--- src/shared/btzm_pkg.sv ---
`default_nettype none
package btzm_pkg;
   // charge voltage code step is 25mV per lsb; 200mV margin is 8 codes
   localparam int unsigned CV_STEP_MV = 25;
   localparam int unsigned RAIL_MARGIN_MV = 200;
   localparam logic [5:0] RAIL_MARGIN_CODES = 6'(RAIL_MARGIN_MV / CV_STEP_MV);
   // temperature zone codes reported in the status field
   localparam logic [2:0] ZONE_OFF = 3'h0;
   localparam logic [2:0] ZONE_COLD = 3'h1;
   localparam logic [2:0] ZONE_COOL = 3'h2;
   localparam logic [2:0] ZONE_WARM = 3'h3;
   localparam logic [2:0] ZONE_HOT = 3'h4;
   localparam logic [2:0] ZONE_NORMAL = 3'h5;
   // analog monitor selections that touch the thermistor network
   localparam logic [3:0] MUX_SEL_NTC_SENSE = 4'h7;
   localparam logic [3:0] MUX_SEL_NTC_BIAS = 4'h8;
   // reset values
   localparam logic [2:0] ZONE_RESET = 3'h0;
   localparam logic [5:0] CV_RESET = 6'h00;
   localparam logic [2:0] RESUME_RESET = 3'h0; // saved charger state before any fault
   // charge states, one-hot
   typedef enum logic [2:0] {
      BTZM_NORMAL = 3'b001,
      BTZM_MODIFIED = 3'b010,
      BTZM_TEMP_FAULT = 3'b100
   } btzm_zone_state_t;
endpackage : btzm_pkg
`default_nettype wire

--- src/rtl/btzm_monitor.sv ---
// Overview of operation
// - device lowers charge voltage code on violation
// - override raises rail configuration error flag
// - enabled monitor evaluates sense against thresholds continuously
// - normal zone uses normal voltage and current
// - warm or cool zones use modified codes
// - hot or cold zones force temperature fault
// - three-bit zone status readable by software
// - zone status change sets maskable flag
// - monitor disabled removes every temperature response
// - each threshold chosen by own two-bit field
// - bias on with valid input and enable
// - bias on when monitor mux selects ntc
// - mux selection never affects temperature response
// - temperature fault wins, exit returns prior state
// - fault pauses timers; fast and topoff restart
`timescale 1ns/10ps
`default_nettype none
module btzm_monitor (
   input wire logic clk,
   input wire logic rst_n,
   input wire logic ntc_monitor_enable, // config bit
   input wire logic charge_input_valid, // input source valid
   input wire logic [3:0] analog_monitor_select, // monitor mux channel
   input wire logic [1:0] hot_trip_select,
   input wire logic [1:0] warm_trip_select,
   input wire logic [1:0] cool_trip_select,
   input wire logic [1:0] cold_trip_select,
   // comparator results: sense pin below (hot, warm) or above (cool, cold) each of the four trip voltages per bank
   input wire logic [3:0] sense_below_hot_trip,
   input wire logic [3:0] sense_below_warm_trip,
   input wire logic [3:0] sense_above_cool_trip,
   input wire logic [3:0] sense_above_cold_trip,
   input wire logic [5:0] charge_voltage_request, // software written code
   input wire logic [5:0] rail_target_code, // rail target in same code scale
   input wire logic [5:0] modified_voltage_code,
   input wire logic [5:0] modified_current_code,
   input wire logic [5:0] normal_current_code,
   input wire logic rail_irq_clear, // software clear pulse
   input wire logic zone_irq_clear,
   input wire logic zone_irq_mask, // high masks the change flag
   input wire logic [2:0] charger_prior_state, // state machine state to save
   output logic [5:0] charge_voltage_code, // effective code after guard
   output logic [5:0] active_voltage_code,
   output logic [5:0] active_current_code,
   output logic charging_allowed,
   output logic temp_fault,
   output logic [2:0] resume_state, // state to return to after fault
   output logic fast_timer_restart, // pulse on fault exit
   output logic topoff_timer_restart, // pulse on fault exit
   output logic timers_paused,
   output logic [2:0] temp_zone_status,
   output logic rail_config_error_irq,
   output logic temp_zone_change_irq,
   output logic ntc_bias_output
);
   // registers
   logic [5:0] cv_q;
   logic rail_irq_q;
   logic [2:0] zone_q;
   logic zone_irq_q;
   btzm_pkg::btzm_zone_state_t state_q;
   btzm_pkg::btzm_zone_state_t state_d;
   logic [2:0] saved_q;
   logic restart_q;
   logic [5:0] cv_d;
   logic [6:0] cv_ceiling;
   logic over_margin;
   logic hot, warm, cool, cold;
   logic [2:0] zone_d;

   // margin check: ceiling is rail minus the margin, floored at zero
   always_comb begin
      cv_ceiling = {1'b0, rail_target_code} - {1'b0, btzm_pkg::RAIL_MARGIN_CODES};
      over_margin = cv_ceiling[6] || (charge_voltage_request > cv_ceiling[5:0]);
      if (!over_margin) begin
         cv_d = charge_voltage_request;
      end else if (cv_ceiling[6]) begin
         cv_d = 6'h00; // rail too low for any code
      end else begin
         cv_d = cv_ceiling[5:0];
      end
   end

   // effective charge voltage code is registered
   always_ff @(posedge clk or negedge rst_n) begin
      if (!rst_n) begin
         cv_q <= btzm_pkg::CV_RESET;
      end else begin
         cv_q <= cv_d;
      end
   end

   // sticky config error flag, set beats clear
   always_ff @(posedge clk or negedge rst_n) begin
      if (!rst_n) begin
         rail_irq_q <= 1'b0;
      end else if (over_margin) begin
         rail_irq_q <= 1'b1;
      end else if (rail_irq_clear) begin
         rail_irq_q <= 1'b0;
      end
   end

   // threshold selection; mux channel is not an input here, so it cannot disturb it
   always_comb begin
      hot = sense_below_hot_trip[hot_trip_select];
      warm = sense_below_warm_trip[warm_trip_select];
      cool = !sense_above_cool_trip[cool_trip_select];
      cold = !sense_above_cold_trip[cold_trip_select];
      if (!ntc_monitor_enable) begin
         zone_d = btzm_pkg::ZONE_OFF;
      end else if (hot) begin
         zone_d = btzm_pkg::ZONE_HOT;
      end else if (cold) begin
         zone_d = btzm_pkg::ZONE_COLD;
      end else if (warm) begin
         zone_d = btzm_pkg::ZONE_WARM;
      end else if (cool) begin
         zone_d = btzm_pkg::ZONE_COOL;
      end else begin
         zone_d = btzm_pkg::ZONE_NORMAL;
      end
   end

   // zone status register
   always_ff @(posedge clk or negedge rst_n) begin
      if (!rst_n) begin
         zone_q <= btzm_pkg::ZONE_RESET;
      end else begin
         zone_q <= zone_d;
      end
   end

   // change flag; a change in the clear cycle still sets it
   always_ff @(posedge clk or negedge rst_n) begin
      if (!rst_n) begin
         zone_irq_q <= 1'b0;
      end else if (zone_d != zone_q) begin
         zone_irq_q <= 1'b1;
      end else if (zone_irq_clear) begin
         zone_irq_q <= 1'b0;
      end
   end

   // next charge state from registered zone
   always_comb begin
      unique case (zone_q)
         btzm_pkg::ZONE_HOT, btzm_pkg::ZONE_COLD: begin
            state_d = btzm_pkg::BTZM_TEMP_FAULT;
         end
         btzm_pkg::ZONE_WARM, btzm_pkg::ZONE_COOL: begin
            state_d = btzm_pkg::BTZM_MODIFIED;
         end
         // off and normal land here, as would the unused codes 6 and 7
         default: begin
            state_d = btzm_pkg::BTZM_NORMAL;
         end
      endcase
   end

   // state register
   always_ff @(posedge clk or negedge rst_n) begin
      if (!rst_n) begin
         state_q <= btzm_pkg::BTZM_NORMAL; // charging allowed out of reset
      end else begin
         state_q <= state_d;
      end
   end

   // remember charger state on fault entry so exit returns there
   always_ff @(posedge clk or negedge rst_n) begin
      if (!rst_n) begin
         saved_q <= btzm_pkg::RESUME_RESET;
      end else if (state_d == btzm_pkg::BTZM_TEMP_FAULT
                   && state_q != btzm_pkg::BTZM_TEMP_FAULT) begin
         // captured once on entry; a prior state that moves during the fault is ignored
         saved_q <= charger_prior_state;
      end
   end

   // one pulse on fault exit restarts fast and topoff timers
   always_ff @(posedge clk or negedge rst_n) begin
      if (!rst_n) begin
         restart_q <= 1'b0;
      end else begin
         // high in the first cycle out of the fault, alongside the fall of temp_fault
         restart_q <= (state_q == btzm_pkg::BTZM_TEMP_FAULT)
            && (state_d != btzm_pkg::BTZM_TEMP_FAULT);
      end
   end

   // outputs; fault overrides every other charge decision
   always_comb begin
      temp_fault = (state_q == btzm_pkg::BTZM_TEMP_FAULT);
      charging_allowed = !temp_fault;
      // prequalification timer resumes simply by this level dropping
      timers_paused = temp_fault;
      // modified codes only in the modified state; a faulted charger keeps the normal ones
      active_voltage_code = (state_q == btzm_pkg::BTZM_MODIFIED) ? modified_voltage_code
                                                                 : cv_q;
      active_current_code = (state_q == btzm_pkg::BTZM_MODIFIED) ? modified_current_code
                                                       : normal_current_code;
   end

   assign charge_voltage_code = cv_q;
   assign resume_state = saved_q;
   assign fast_timer_restart = restart_q;
   assign topoff_timer_restart = restart_q;
   assign temp_zone_status = zone_q;
   assign rail_config_error_irq = rail_irq_q;
   assign temp_zone_change_irq = zone_irq_q && !zone_irq_mask;
   // bias: either condition turns it on, neither leaves it off
   assign ntc_bias_output = (charge_input_valid && ntc_monitor_enable)
      || (analog_monitor_select == btzm_pkg::MUX_SEL_NTC_SENSE)
      || (analog_monitor_select == btzm_pkg::MUX_SEL_NTC_BIAS);
endmodule : btzm_monitor
`default_nettype wire

--- config.mk ---
export PLATFORM = sky130hd
export DESIGN_NAME = btzm_monitor
export DESIGN_NICKNAME = d
export VERILOG_FILES = /design/src/shared/btzm_pkg.sv /design/src/rtl/btzm_monitor.sv
export SDC_FILE = /design/constraint.sdc
export NUM_CORES = 1
export LEC_CHECK = 0
export ABC_AREA = 1
export BUFFER_PORTS_ARGS = -buffer_cell sky130_fd_sc_hd__buf_2
export CORE_MARGIN = 3
export CORE_UTILIZATION = 40
export CTS_CLUSTER_DIAMETER = 80
export CTS_CLUSTER_SIZE = 25
export DETAILED_ROUTE_END_ITERATION = 10
export PLACE_DENSITY = 0.8
export REMOVE_ABC_BUFFERS = 1
export SYNTH_ARGS = -nofsm -noshare
export SYNTH_HDL_FRONTEND = slang
export SYNTH_SLANG_ARGS = --single-unit
--- constraint.sdc ---
create_clock -name clk -period 1.82 [get_ports clk]
set_input_delay 0.273 -clock clk [delete_from_list [all_inputs] [get_ports clk]]
set_output_delay 0.273 -clock clk [all_outputs]
set_load 0.005 [all_outputs]
==> results.ini <==
[hold_path]
class_of_the_tightest_hold_or_removal_check=in2reg
min_path_cells=2
holdCritStartpoint=rail_irq_clear
hold_end=rail_config_error_irq

[global_routing]
vias_in_the_first_global_route=1287
global_route_wire_length_before_repair_um=5002
grt_use_total=0.1517
pin_count_of_the_biggest_net_entering_global_routing=19
number_of_antenna_violations_at_the_first_check_in_global_routing=0
grt_overflow=0

[synthesis]
post_synth_fa_ha_maj_area_fraction=0.06679
synth-compound-area-share=0.04866
yosysWarningCount=0
xor_and_xnor_fraction_of_the_mapped_netlist_area=0.006679
flops_latches_synth=18
fraction_of_synthesized_area_in_multiplexers=0.1288
count_of_mapped_cells_out_of_synthesis=177
syn-cell-area_mm2=0.001311
avgSynthCellArea_um2=7.408
combinational_family_with_the_most_area_after_synthesis=simple AND/OR/NAND/NOR gates
synth.yosys.seq_area_share=0.3445
yosys.area_share.simple=0.2948
synth_cell_type_count=23

[clocking]
clock_path_buffers=2
tritoncts_clock_tree=yes
clkTransAtPathRegs_ps=90
clk-insertion-delay-late_ps=280
cts.sink_count=18
clock-root-buffer=sky130_fd_sc_hd__clkbuf_4
cts_setup_buffers=0
htree_num_levels=1
tritoncts.num_buffers=3

[critical_path]
worstSetupEndpointType=primary output
crit-reg2reg-launch=state_q[1]
rr_endpoint=resume_state[0]
path_class=reg2out
critical_path_data_required_time_ps=1550
setup.reg_to_reg.worst_slack_ps=460
path_cells=nand3b_1, buf_6, mux2_2, buf_2
crit_arrival_ps=1590
critical-path-max-stage-delay_ps=540
critical_path.startpoint_type=flip-flop
path_max_fanout=12
cp_top_family=flip-flops
timing.critical_path.slowest_stage_cell=sky130_fd_sc_hd__dfstp_2
reg2regPathDepth=4
crit_buf_inv=2

[place]
place.gp.congestion=0.7919
post-dp-hpwl_um=2788
place.port_buffers=99
dp_slack_ps=-102.9

[finish]
layout.nets=358
num_antenna_cells=0
share_of_post_route_cells_with_drive_strength_above_1=0.4433
syn_to_final_growth_pct=46.56

[floorplanning]
effective_utilization_at_floorplan=0.4260
die_area_mm2=0.004001
placementRows=20
die_h_um=63.26
floorplan.io_pins=100
fp.coreArea_mm2=0.003078
fp.dieW_um=63.26

[route]
dr.first_iter.drc_count=29
wl_per_cell_um=9.512
drt-vias-per-instance=4.500
vias_post_dr=1467
routed_wl_um=3101
drc=0
drt_pre_antenna_iters=4
route.antenna.remaining_nets=0

[timing]
finalHoldViolCount=0
clock-skew-final_ps=7.330
worstMarginPinSlew_ps=375.8
timing.slew.headroom=0.7495
setup-violations-final=12
max_clock_freq_mhz=536.5
min_period_over_period=1.024
period_needed_ps=1864
rsz0062_at_grt=true
timing_max_transition_violations_final=0
final_setup_slack_of_the_worst_path_ps=-43.87
hold_slack_ps=182.1

[flow_run]
drv_cap=0

[power_and_ir_drop]
p_leak_nw=1.193
vdd_drop_max_uv=425.3
total_power_mw=1.190
power.density_mw_per_mm2=619.1

[outcome]
status=complete, but fails checks
violations=negative setup slack

## synth_stat cells (all sizes together)
library cell  count  area share
a21oi             4       0.018
buf               3       0.015
dfrtp            17        0.32
dfstp             1       0.020
ha                7       0.067
inv              33       0.094
mux2             15        0.13
nand2            54        0.16
nand3            20       0.076
nand3b            4       0.023
nor2             10       0.029
nor3              1      0.0038
o211ai            1      0.0057
o21ai             4       0.018
o311ai            1      0.0067
or2               1      0.0048
xnor2             1      0.0067
## repair_timing
action / in CTS / in global routing
resized for setup: 1 / 0
setup endpoints to repair: 12 / 12
endpoints found under the hold margin: 17 / 0
hold buffers: 1 / 0
## registers in the layout, indices dropped and copies added (netlist names)
signal                 count
charge_voltage_code        6
fast_timer_restart         1
rail_config_error_irq      1
resume_state               3
state_q                    3
temp_zone_status           3
zone_irq_q                 1
## layer usage
metal	up-vias	wire, µm	track usage
met5	-	0	0
met4	0	14	0.02426
met3	2	187	0.03922
met2	42	1701	0.2991
met1	652	1198	0.1624
li1	771	-	-
## worst reg2reg max path, cell delays in order (launching register included)
cell and delay [ps]:
sky130_fd_sc_hd__dfrtp_1 390, sky130_fd_sc_hd__nor3_1 280, sky130_fd_sc_hd__inv_1 120, sky130_fd_sc_hd__nand2_2 120, sky130_fd_sc_hd__mux2_1 330
## worst max-delay path by stage
stage,start,endpoint,depth (start not counted)
CTS,state_q[0],active_voltage_code[2],4
finish,state_q[0],active_voltage_code[2],4
global route,state_q[0],active_current_code[3],4
floorplan,rail_target_code[3],charge_voltage_code[4],13
global placement,rail_target_code[3],charge_voltage_code[5],14
detailed placement,rail_target_code[3],charge_voltage_code[0],14
## where the power goes
group,switching (mW),internal [mW]
registers,0.0349,0.470
logic,0.216,0.241
clock network,0.106,0.122
total,0.357,0.833
## area by class of cell
type,instances,area [µm²]
multi-input cells,123,715.7
clock buffers,4,36.28
inverters,33,123.9
fillers,315,1156
flip-flops and latches,18,451.7
well taps,44,55.05
repair buffers,104,539.3
## layout by cell type, fill, tap and decap left out, types with 2 or more instances in the layout
master,instances
sky130_fd_sc_hd__nand2_2,2
sky130_fd_sc_hd__nand3_1,20
sky130_fd_sc_hd__a21oi_1,3
sky130_fd_sc_hd__nand3b_1,4
sky130_fd_sc_hd__mux2_1,3
sky130_fd_sc_hd__mux2_2,12
sky130_fd_sc_hd__dfrtp_1,17
sky130_fd_sc_hd__buf_2,99
sky130_fd_sc_hd__clkbuf_4,3
sky130_fd_sc_hd__inv_1,33
sky130_fd_sc_hd__ha_1,7
sky130_fd_sc_hd__o21ai_0,2
sky130_fd_sc_hd__buf_4,3
sky130_fd_sc_hd__nand2_1,52
sky130_fd_sc_hd__nor2_1,10
## per-stage QoR
stage / instances / area, µm² / setup TNS, ps / util
finish: 326 / 1922 / -432.6 / 0.6244
global route: 326 / 1922 / -1298 / 0.6244
CTS: 326 / 1922 / -765.6 / 0.6244
detailed placement: 321 / 1872 / -578.3 / 0.6081
global placement: 321 / 1872 / -202.7 / 0.6081
floorplan: 174 / 1291 / 0 / -
## kinds of logic after synthesis
logic type	after synthesis
compound gates	10
xor+xnor	1
fa+ha+maj	7
buf+inv	36
flops	18
mux	15
simple gates	90
Power figures use the tool's default switching activity.
